## config.mk

```make
export PLATFORM = sky130hd
export DESIGN_NAME = sensor_volatile_register_bank
export DESIGN_NICKNAME = d
export VERILOG_FILES = /design/src/design/sensor_regs_pkg.sv /design/src/design/sensor_volatile_register_bank.sv
export SDC_FILE = /design/constraint.sdc
export NUM_CORES = 1
export LEC_CHECK = 0
export BUFFER_PORTS_ARGS = -buffer_cell sky130_fd_sc_hd__buf_2
export CAP_MARGIN = 20
export CORE_ASPECT_RATIO = 0.5
export CORE_MARGIN = 10
export CORE_UTILIZATION = 48
export CTS_BUF_LIST = sky130_fd_sc_hd__clkbuf_8
export DETAILED_ROUTE_END_ITERATION = 10
export PLACE_DENSITY = 0.92
export RECOVER_POWER = 50
export SKIP_CTS_REPAIR_TIMING = 1
export SKIP_LAST_GASP = 1
export SLEW_MARGIN = 5
export SYNTH_ARGS = -nofsm -noshare
export SYNTH_HDL_FRONTEND = slang
export SYNTH_SLANG_ARGS = --single-unit
```

## constraint.sdc

```tcl
create_clock -name mclk_i -period 3.1 [get_ports mclk_i]
set_input_delay 0.62 -clock mclk_i [delete_from_list [all_inputs] [get_ports mclk_i]]
set_output_delay 0.62 -clock mclk_i [all_outputs]
set_load 0.02 [all_outputs]
```

## src/design/sensor_regs_pkg.sv

```systemverilog
// Behaviour
// - decode full 14-bit register address
// - error bit 10: core overflow, read-only
// - error bit 9: offset calibration pending
// - error bits 8,7: broken element, oscillator fault
// - error bits 6,5,4: checksum, command, framing
// - error bits 3,2: parity double, single fix
// - error bit 1: gain 255 and field half
// - error bit 0: gain at 0 or 255
// - reading error flags returns then clears them
// - control bit 0 enables OTP access
// - writing control bit 3 starts OTP burn
// - writing control bit 2 reloads shadow registers
// - diagnostic frame counter, bits 12,11
// - diagnostic bits 7..1 core status flags
// - raw sine and cosine at consecutive addresses
// - speed as 14-bit signed value
// - magnitude in bits 13..0, read-only
// - uncompensated angle, read-only
// - compensated angle at top address
// - 7-bit parity sum over configuration
// - select bit swaps top address angle
package sensor_regs_pkg;

    localparam logic [13:0] ADDR_NO_OPERATION = 14'h0000;
    localparam logic [13:0] ADDR_ERROR_FLAGS = 14'h0001;
    localparam logic [13:0] ADDR_OTP_PROGRAM_CONTROL = 14'h0003;
    localparam logic [13:0] ADDR_CONFIG_PARITY_SUM = 14'h00D1;
    localparam logic [13:0] ADDR_CONFIG_PARITY_SUM_ALT = 14'h3FD0;
    localparam logic [13:0] ADDR_DIAGNOSTIC_STATUS = 14'h3FF5;
    localparam logic [13:0] ADDR_GAIN_CONTROL_VALUE = 14'h3FF9;
    localparam logic [13:0] ADDR_SINE_RAW = 14'h3FFA;
    localparam logic [13:0] ADDR_COSINE_RAW = 14'h3FFB;
    localparam logic [13:0] ADDR_ROTATIONAL_SPEED = 14'h3FFC;
    localparam logic [13:0] ADDR_FIELD_VECTOR_LENGTH = 14'h3FFD;
    localparam logic [13:0] ADDR_ANGLE_RAW = 14'h3FFE;
    localparam logic [13:0] ADDR_ANGLE_CORRECTED = 14'h3FFF;

    // error flag bit positions
    localparam int ERR_CORE_OVERFLOW = 10;
    localparam int ERR_OFFSET_CAL_PENDING = 9;
    localparam int ERR_BROKEN_SENSE_ELEMENT = 8;
    localparam int ERR_OSC_SUPERVISOR_FAULT = 7;
    localparam int ERR_SPI_CHECKSUM = 6;
    localparam int ERR_SPI_COMMAND = 5;
    localparam int ERR_SPI_FRAMING = 4;
    localparam int ERR_PARITY_DOUBLE_FAULT = 3;
    localparam int ERR_PARITY_SINGLE_FIX = 2;
    localparam int ERR_FIELD_BELOW_HALF = 1;
    localparam int ERR_GAIN_LIMIT = 0;

    // otp control bit positions
    localparam int CTL_OTP_VERIFY_REQUEST = 6;
    localparam int CTL_OTP_BURN_START = 3;
    localparam int CTL_SHADOW_RELOAD = 2;
    localparam int CTL_OTP_ACCESS_ENABLE = 0;

    // diagnostic bit positions
    localparam int DIAG_FRAME_COUNT_LSB = 11;
    localparam int DIAG_BROKEN_SENSE_ELEMENT = 10;
    localparam int DIAG_GAIN_SETTLED = 9;
    localparam int DIAG_OFFSET_CAL_DONE = 8;
    localparam int DIAG_SINE_OFFSET_DONE = 7;
    localparam int DIAG_COSINE_OFFSET_DONE = 6;
    localparam int DIAG_FIELD_BELOW_HALF = 5;
    localparam int DIAG_GAIN_HIGH = 4;
    localparam int DIAG_GAIN_LOW = 3;
    localparam int DIAG_CORE_OVERFLOW = 2;
    localparam int DIAG_CORE_LOOPS_DONE = 1;
    localparam int DIAG_SUPPLY_MODE = 0;

    localparam int ANGLE_SELECT_BIT = 6;
    localparam logic [7:0] GAIN_MIN = 8'h00;
    localparam logic [7:0] GAIN_MAX = 8'hFF;
    localparam int PARITY_SUM_WIDTH = 7;

    localparam logic [13:0] ERROR_FLAGS_RESET = 14'h0000;
    localparam logic [6:0] CTL_RESET = 7'h00;
    localparam logic [1:0] FRAME_COUNT_RESET = 2'h0;
    localparam logic [13:0] READ_DATA_RESET = 14'h0000;

    typedef struct packed {
        logic [13:0] addr;
        logic rd;
        logic wr;
        logic [13:0] wdata;
    } reg_req_s;

    typedef struct packed {
        logic core_overflow;
        logic offset_cal_pending;
        logic broken_sense_element;
        logic oscillator_supervisor_fault;
        logic field_below_half;
        logic gain_settled;
        logic sine_offset_done;
        logic cosine_offset_done;
        logic core_loops_done;
        logic supply_5v_mode;
        logic [7:0] gain_value;
        logic [13:0] sine_raw;
        logic [13:0] cosine_raw;
        logic [13:0] rotational_speed;
        logic [13:0] field_vector_length;
        logic [13:0] angle_raw;
        logic [13:0] angle_corrected;
    } core_status_s;

    typedef struct packed {
        logic spi_checksum_error;
        logic spi_command_error;
        logic spi_framing_error;
        logic spi_frame_done;
        logic parity_double_fault;
        logic parity_single_fix;
    } event_s;

    typedef struct packed {
        logic [7:0] output_disable;
        logic [7:0] zero_pos_msb;
        logic [7:0] zero_pos_lsb;
        logic [7:0] settings1;
        logic [7:0] settings2;
        logic [7:0] settings3;
    } config_s;

    typedef struct packed {
        logic otp_access_enable;
        logic otp_burn_start;
        logic shadow_reload;
        logic otp_verify_request;
    } otp_ctrl_s;

endpackage

```

## src/design/sensor_volatile_register_bank.sv

```systemverilog
`timescale 1ns/1ps
module sensor_volatile_register_bank (
    input wire logic mclk_i,
    input wire logic rst_i,
    input wire sensor_regs_pkg::reg_req_s req_i,
    input wire sensor_regs_pkg::core_status_s core_i,
    input wire sensor_regs_pkg::event_s event_i,
    input wire sensor_regs_pkg::config_s config_i,
    output logic [13:0] rdata_o,
    output logic rvalid_o,
    output sensor_regs_pkg::otp_ctrl_s otp_o
);

    typedef struct packed {
        logic [13:0] error_flags;
        logic [6:0] ctl;
        logic [1:0] frame_count;
        logic [13:0] rdata;
        logic rvalid;
        logic burn_pulse;
        logic reload_pulse;
    } state_s;

    state_s st_reg;
    state_s st_next;

    // ****************************************
    // helpers
    // ****************************************
    function automatic logic [6:0] parity_sum(input logic [47:0] bits);
        logic [6:0] s;
        s = 7'h00;
        for (int i = 0; i < 48; i++)
        begin
            s[i % sensor_regs_pkg::PARITY_SUM_WIDTH] ^= bits[i];
        end
        return s;
    endfunction

    function automatic logic [13:0] byte_word(input logic [7:0] b);
        return {6'h00, b};
    endfunction

    // ****************************************
    // event sources
    // ****************************************
    logic gain_low;
    logic gain_high;
    logic [13:0] err_set;
    logic [13:0] diag_word;
    logic [13:0] read_word;
    logic [6:0] cfg_sum;
    logic err_read;
    logic ctl_write;

    assign gain_low = core_i.gain_value == sensor_regs_pkg::GAIN_MIN;
    assign gain_high = core_i.gain_value == sensor_regs_pkg::GAIN_MAX;
    assign cfg_sum = parity_sum(config_i);
    assign err_read = req_i.rd
        && req_i.addr == sensor_regs_pkg::ADDR_ERROR_FLAGS;
    assign ctl_write = req_i.wr
        && req_i.addr == sensor_regs_pkg::ADDR_OTP_PROGRAM_CONTROL;

    always_comb
    begin
        err_set = 14'h0000;
        err_set[sensor_regs_pkg::ERR_CORE_OVERFLOW] =
            core_i.core_overflow;
        err_set[sensor_regs_pkg::ERR_OFFSET_CAL_PENDING] =
            core_i.offset_cal_pending;
        err_set[sensor_regs_pkg::ERR_BROKEN_SENSE_ELEMENT] =
            core_i.broken_sense_element;
        err_set[sensor_regs_pkg::ERR_OSC_SUPERVISOR_FAULT] =
            core_i.oscillator_supervisor_fault;
        err_set[sensor_regs_pkg::ERR_SPI_CHECKSUM] =
            event_i.spi_checksum_error;
        err_set[sensor_regs_pkg::ERR_SPI_COMMAND] =
            event_i.spi_command_error;
        err_set[sensor_regs_pkg::ERR_SPI_FRAMING] =
            event_i.spi_framing_error;
        err_set[sensor_regs_pkg::ERR_PARITY_DOUBLE_FAULT] =
            event_i.parity_double_fault;
        err_set[sensor_regs_pkg::ERR_PARITY_SINGLE_FIX] =
            event_i.parity_single_fix;
        err_set[sensor_regs_pkg::ERR_FIELD_BELOW_HALF] =
            gain_high && core_i.field_below_half;
        err_set[sensor_regs_pkg::ERR_GAIN_LIMIT] =
            gain_low || gain_high;
    end

    // ****************************************
    // diagnostic word
    // ****************************************
    always_comb
    begin
        diag_word = 14'h0000;
        diag_word[sensor_regs_pkg::DIAG_FRAME_COUNT_LSB +: 2] =
            st_reg.frame_count;
        diag_word[sensor_regs_pkg::DIAG_BROKEN_SENSE_ELEMENT] =
            core_i.broken_sense_element;
        diag_word[sensor_regs_pkg::DIAG_GAIN_SETTLED] =
            core_i.gain_settled;
        diag_word[sensor_regs_pkg::DIAG_OFFSET_CAL_DONE] =
            !core_i.offset_cal_pending;
        diag_word[sensor_regs_pkg::DIAG_SINE_OFFSET_DONE] =
            core_i.sine_offset_done;
        diag_word[sensor_regs_pkg::DIAG_COSINE_OFFSET_DONE] =
            core_i.cosine_offset_done;
        diag_word[sensor_regs_pkg::DIAG_FIELD_BELOW_HALF] =
            core_i.field_below_half;
        diag_word[sensor_regs_pkg::DIAG_GAIN_HIGH] = gain_high;
        diag_word[sensor_regs_pkg::DIAG_GAIN_LOW] = gain_low;
        diag_word[sensor_regs_pkg::DIAG_CORE_OVERFLOW] =
            core_i.core_overflow;
        diag_word[sensor_regs_pkg::DIAG_CORE_LOOPS_DONE] =
            core_i.core_loops_done;
        diag_word[sensor_regs_pkg::DIAG_SUPPLY_MODE] =
            core_i.supply_5v_mode;
    end

    // ****************************************
    // read decode
    // ****************************************
    always_comb
    begin
        case (req_i.addr)
            sensor_regs_pkg::ADDR_ERROR_FLAGS:
                read_word = st_reg.error_flags;
            sensor_regs_pkg::ADDR_OTP_PROGRAM_CONTROL:
                read_word = {7'h00, st_reg.ctl};
            sensor_regs_pkg::ADDR_CONFIG_PARITY_SUM,
            sensor_regs_pkg::ADDR_CONFIG_PARITY_SUM_ALT:
                read_word = {7'h00, cfg_sum};
            sensor_regs_pkg::ADDR_DIAGNOSTIC_STATUS:
                read_word = diag_word;
            sensor_regs_pkg::ADDR_GAIN_CONTROL_VALUE:
                read_word = byte_word(core_i.gain_value);
            sensor_regs_pkg::ADDR_SINE_RAW:
                read_word = core_i.sine_raw;
            sensor_regs_pkg::ADDR_COSINE_RAW:
                read_word = core_i.cosine_raw;
            sensor_regs_pkg::ADDR_ROTATIONAL_SPEED:
                read_word = core_i.rotational_speed;
            sensor_regs_pkg::ADDR_FIELD_VECTOR_LENGTH:
                read_word = core_i.field_vector_length;
            sensor_regs_pkg::ADDR_ANGLE_RAW:
                read_word = core_i.angle_raw;
            sensor_regs_pkg::ADDR_ANGLE_CORRECTED:
                read_word =
                    config_i.settings2[sensor_regs_pkg::ANGLE_SELECT_BIT]
                    ? core_i.angle_raw
                    : core_i.angle_corrected;
            default:
                read_word = 14'h0000;
        endcase
    end

    // ****************************************
    // next state
    // ****************************************
    always_comb
    begin
        st_next = st_reg;
        // set wins over the read clear
        st_next.error_flags = (err_read ? 14'h0000 : st_reg.error_flags)
            | err_set;
        st_next.rvalid = req_i.rd;
        st_next.rdata = req_i.rd ? read_word : st_reg.rdata;
        st_next.burn_pulse = 1'b0;
        st_next.reload_pulse = 1'b0;
        if (event_i.spi_frame_done)
        begin
            st_next.frame_count = st_reg.frame_count + 2'h1;
        end
        // only the control register takes writes
        if (ctl_write)
        begin
            st_next.ctl = 7'h00;
            st_next.ctl[sensor_regs_pkg::CTL_OTP_ACCESS_ENABLE] =
                req_i.wdata[sensor_regs_pkg::CTL_OTP_ACCESS_ENABLE];
            st_next.ctl[sensor_regs_pkg::CTL_SHADOW_RELOAD] =
                req_i.wdata[sensor_regs_pkg::CTL_SHADOW_RELOAD];
            st_next.ctl[sensor_regs_pkg::CTL_OTP_BURN_START] =
                req_i.wdata[sensor_regs_pkg::CTL_OTP_BURN_START];
            st_next.ctl[sensor_regs_pkg::CTL_OTP_VERIFY_REQUEST] =
                req_i.wdata[sensor_regs_pkg::CTL_OTP_VERIFY_REQUEST];
            st_next.burn_pulse =
                req_i.wdata[sensor_regs_pkg::CTL_OTP_BURN_START];
            st_next.reload_pulse =
                req_i.wdata[sensor_regs_pkg::CTL_SHADOW_RELOAD];
        end
    end

    always_ff @(posedge mclk_i)
    begin
        if (rst_i)
        begin
            st_reg.error_flags <= sensor_regs_pkg::ERROR_FLAGS_RESET;
            st_reg.ctl <= sensor_regs_pkg::CTL_RESET;
            st_reg.frame_count <= sensor_regs_pkg::FRAME_COUNT_RESET;
            st_reg.rdata <= sensor_regs_pkg::READ_DATA_RESET;
            st_reg.rvalid <= 1'b0;
            st_reg.burn_pulse <= 1'b0;
            st_reg.reload_pulse <= 1'b0;
        end
        else
        begin
            st_reg <= st_next;
        end
    end

    // ****************************************
    // outputs
    // ****************************************
    assign rdata_o = st_reg.rdata;
    assign rvalid_o = st_reg.rvalid;
    assign otp_o.otp_access_enable =
        st_reg.ctl[sensor_regs_pkg::CTL_OTP_ACCESS_ENABLE];
    assign otp_o.otp_verify_request =
        st_reg.ctl[sensor_regs_pkg::CTL_OTP_VERIFY_REQUEST];
    assign otp_o.otp_burn_start = st_reg.burn_pulse;
    assign otp_o.shadow_reload = st_reg.reload_pulse;

    // ****************************************
    // checks
    // ****************************************
    a_err_read_clear:
    assert property (@(posedge mclk_i) disable iff (rst_i)
        err_read && err_set == 14'h0000 |=> st_reg.error_flags == 14'h0000
            && rdata_o == $past(st_reg.error_flags))
    else $error("error flags not returned and cleared");

    a_err_overflow_set:
    assert property (@(posedge mclk_i) disable iff (rst_i)
        core_i.core_overflow |=> st_reg.error_flags[10])
    else $error("overflow flag not set");

    a_err_sticky_hold:
    assert property (@(posedge mclk_i) disable iff (rst_i)
        event_i.spi_checksum_error ##1 !err_read |=> st_reg.error_flags[6])
    else $error("checksum flag lost");

    a_gain_limit_flag:
    assert property (@(posedge mclk_i) disable iff (rst_i)
        core_i.gain_value == 8'h00 |=> st_reg.error_flags[0])
    else $error("gain limit flag not set");

    a_field_half_flag:
    assert property (@(posedge mclk_i) disable iff (rst_i)
        (core_i.gain_value == 8'hFF && core_i.field_below_half)
        |=> st_reg.error_flags[1] && st_reg.error_flags[0])
    else $error("field half flag not set");

    a_burn_pulse_once:
    assert property (@(posedge mclk_i) disable iff (rst_i)
        ctl_write && req_i.wdata[3] |=> otp_o.otp_burn_start
            ##1 !otp_o.otp_burn_start || $past(ctl_write))
    else $error("burn start pulse wrong");

    a_reload_pulse:
    assert property (@(posedge mclk_i) disable iff (rst_i)
        otp_o.shadow_reload |-> $past(ctl_write) && $past(req_i.wdata[2]))
    else $error("reload without write");

    a_access_enable:
    assert property (@(posedge mclk_i) disable iff (rst_i)
        ctl_write |=> otp_o.otp_access_enable == $past(req_i.wdata[0]))
    else $error("access enable not taken");

    a_angle_select:
    assert property (@(posedge mclk_i) disable iff (rst_i)
        req_i.rd && req_i.addr == 14'h3FFF && !config_i.settings2[6]
        |=> rvalid_o && rdata_o == $past(core_i.angle_corrected))
    else $error("top address angle wrong");

    a_unmapped_zero:
    assert property (@(posedge mclk_i) disable iff (rst_i)
        req_i.rd && req_i.addr == 14'h0002 |=> rvalid_o && rdata_o == 14'h0000)
    else $error("unmapped read not zero");

    a_frame_count:
    assert property (@(posedge mclk_i) disable iff (rst_i)
        event_i.spi_frame_done
        |=> st_reg.frame_count == $past(st_reg.frame_count) + 2'h1)
    else $error("frame counter not advanced");

endmodule

```

==> impl_metrics.env <==
export IMPL_post_dp_hpwl_um=11300
export IMPL_synth_top_area_cell="dfxtp_1"
export IMPL_cts_inserted_buffers=5
export IMPL_critPathMaxFanout=13
export IMPL_clkSlewWorstSetupHoldPaths_ns=0.08
export IMPL_drt_met1_wl_um=4970
export IMPL_cp_slowest_cell="or4_1"
export IMPL_netlist_area_sq_mm=0.00318
export IMPL_area_delta_synth_final_pct=32.6
export IMPL_top_layer="met4"
export IMPL_synthCells=366
export IMPL_route_detailed_drc=0
export IMPL_core_area_sq_mm=0.00626
export IMPL_start_kind="input port"
export IMPL_hold_class="flip-flop to flip-flop"
export IMPL_crit_chain="buf_2 > nand4_1 > or4_1 > a22oi_4 > o31ai_4 > a211oi_2"
export IMPL_hold_path_end="rdata_o[8]"
export IMPL_rrSetupSlack_ns=1.64
export IMPL_syn_num_nets=554
export IMPL_ys_flop_type="dfxtp_1"
export IMPL_fmax_mhz=370
export IMPL_ys_ff_latch=34
export IMPL_overflow=0
export IMPL_core_rowCount=20
export IMPL_p_leak_nw=1.76
export IMPL_worst_pin_slew_ns=1.02
export IMPL_fin_worst_skew_ns=0.00601
export IMPL_grt_start_max_net_pins=22
export IMPL_yosysTopAreaCellShare=0.214
export IMPL_die_y_um=77.6
export IMPL_worstReg2RegStart="st_reg[22]"
export IMPL_cts_tree="yes"
export IMPL_power_w=0.00135
export IMPL_die_area_sq_mm=0.0105
export IMPL_grt_pass1_vias=4009
export IMPL_vias=3903
export IMPL_fin_util=0.675
export IMPL_min_delay_start="rdata_o[8]"
export IMPL_maxSlewHeadroom=0.323
export IMPL_cts_path_max_buffers=2
export IMPL_crit_arrival_ns=2.92
export IMPL_syn_mean_instance_area_sq_um=8.70
export IMPL_routed_wl_um=13800
export IMPL_detail_route_antenna_nets=0
export IMPL_synth_area_top_cells="dfxtp_1, xnor2_1, mux2i_1"
export IMPL_hold_slack_ns=0.474
export IMPL_synthDistinctLibCells=68
export IMPL_clock_sinks=34
export IMPL_drv_slew=0
export IMPL_port_buffers=196
export IMPL_finalNonFillerCells=630
export IMPL_wire_per_inst_um=22.0
export IMPL_antenna_found_initial=0
export IMPL_routabilityCongestion=0.952
export IMPL_crit_type="input port to flip-flop"
export IMPL_first_pass_iters=7
export IMPL_final_nets=729
export IMPL_period_share=0.872
export IMPL_grt_pass1_wl_um=20700
export IMPL_hold_viol=0
export IMPL_endpoint_kind="flip-flop"
export IMPL_cap_viol_max_count=0
export IMPL_cp_required_ns=3.32
export IMPL_die_x_um=135
export IMPL_grt_util_all_layers=0.244
export IMPL_min_period_ns=2.70
export IMPL_drive_gt1_frac=0.417
export IMPL_wl_met3_um=1820
export IMPL_ys_warn_count=0
export IMPL_ir_drop_mv=0.175
export IMPL_ys_async_sr_fraction=0
export IMPL_rsz0062_at_grt="false"
export IMPL_synth_most_common_cell="nor2_1"
export IMPL_synth_edf_count=0
export IMPL_cts_root_buf="clkbuf_8"
export IMPL_h_tree_depth=2
export IMPL_synth_seq_area_share=0.214
export IMPL_r2r_end="rdata_o[3]"
export IMPL_power_density_mw_per_mm2=319
export IMPL_wl_met2_um=6610
export IMPL_clk_latency_ns=0.30
export IMPL_fin_setup_tns_ns=0
export IMPL_io_pins=207
export IMPL_hold_depth=2
export IMPL_n_antenna_cell=0
export IMPL_max_stage_delay_ns=0.89
export IMPL_worst_r2r_path_depth=4
export IMPL_largest_reg_flops=14
export IMPL_setup_viol=0
export IMPL_dr_first_iter_drc_count=511
export IMPL_start_util=0.509
export IMPL_status="complete, no violations"
export IMPL_placedCellCount=622
export IMPL_routed_via_density=6.20
export IMPL_post_synth_most_frequent_cells="nor2_1, dfxtp_1, xnor2_1"
-- worst max path at each step --
stage	from	endpoint
after floorplan	config_i[14]	rdata_o[3]
after global placement	req_i[23]	rdata_o[2]
after detailed placement	req_i[23]	rdata_o[5]
after CTS	req_i[23]	rdata_o[5]
after global routing	req_i[22]	rdata_o[5]
final	req_i[23]	rdata_o[5]
-- kinds of logic (layout without fill, tap and decap cells) --
kind of cell | after synthesis | in the layout | share of synthesized area
AOI/OAI and AO/OA | 93 | 93 | 0.253
and+or+nand+nor | 127 | 127 | 0.236
xor gates and xnor gates | 41 | 41 | 0.126
buffers and inverters | 42 | 218 | 0.0759
DFF | 34 | 34 | 0.214
muxes | 29 | 29 | 0.0951
-- critical path: cells and delay by family --
| family | cells | cell delay [ns] |
|---|---|---|
| simple gates | 2 | 1.52 |
| compound gates | 3 | 0.67 |
| buf+inv | 1 | 0.11 |
-- per-stage QoR --
step | cell area [sq um] | setup slack [ns]
after floorplan | 3180 | 0.911
after global placement | 4120 | 0.511
after detailed placement | 4120 | 0.456
after CTS | 4250 | 0.760
after global routing | 4220 | 0.334
final | 4220 | 0.397
-- power by group --
part	switching, W	leakage [nW]	internal, W	total, W
sequential	0.00000905	0.278	0.000450	0.000459
clock	0.000189	0.0683	0.000322	0.000511
combinational	0.000183	1.42	0.000194	0.000378
-- final cells by class --
cell class | instances | area (sq um)
inverter | 6 | 22.5
clock buffer | 5 | 68.8
tap | 88 | 110
clock inverter | 3 | 68.8
fill | 541 | 2040
sequential | 34 | 681
multi-input combinational | 290 | 2250
timing repair buffer | 204 | 1010
-- metal layers --
| metal | up-vias | track usage |
|---|---|---|
| li1 | 1748 | - |
| met1 | 1783 | 0.270 |
| met2 | 315 | 0.421 |
| met3 | 57 | 0.0913 |
| met4 | 0 | 0.0897 |
| met5 | - | 0 |
-- cell usage in the layout, fill, tap and decap left out, types with 8 or more instances in the layout --
cell      count
nor3_1        8
xnor2_1      31
nand4_1      12
a22o_1        9
clkbuf_1     21
dfxtp_1      34
a21oi_1      10
a32oi_1       8
nor2_1       39
mux2i_1      19
buf_4         8
mux2_2       10
a22oi_1      11
buf_2       175
nand2_1      19
Note: power is estimated with default switching activity, not from simulation.
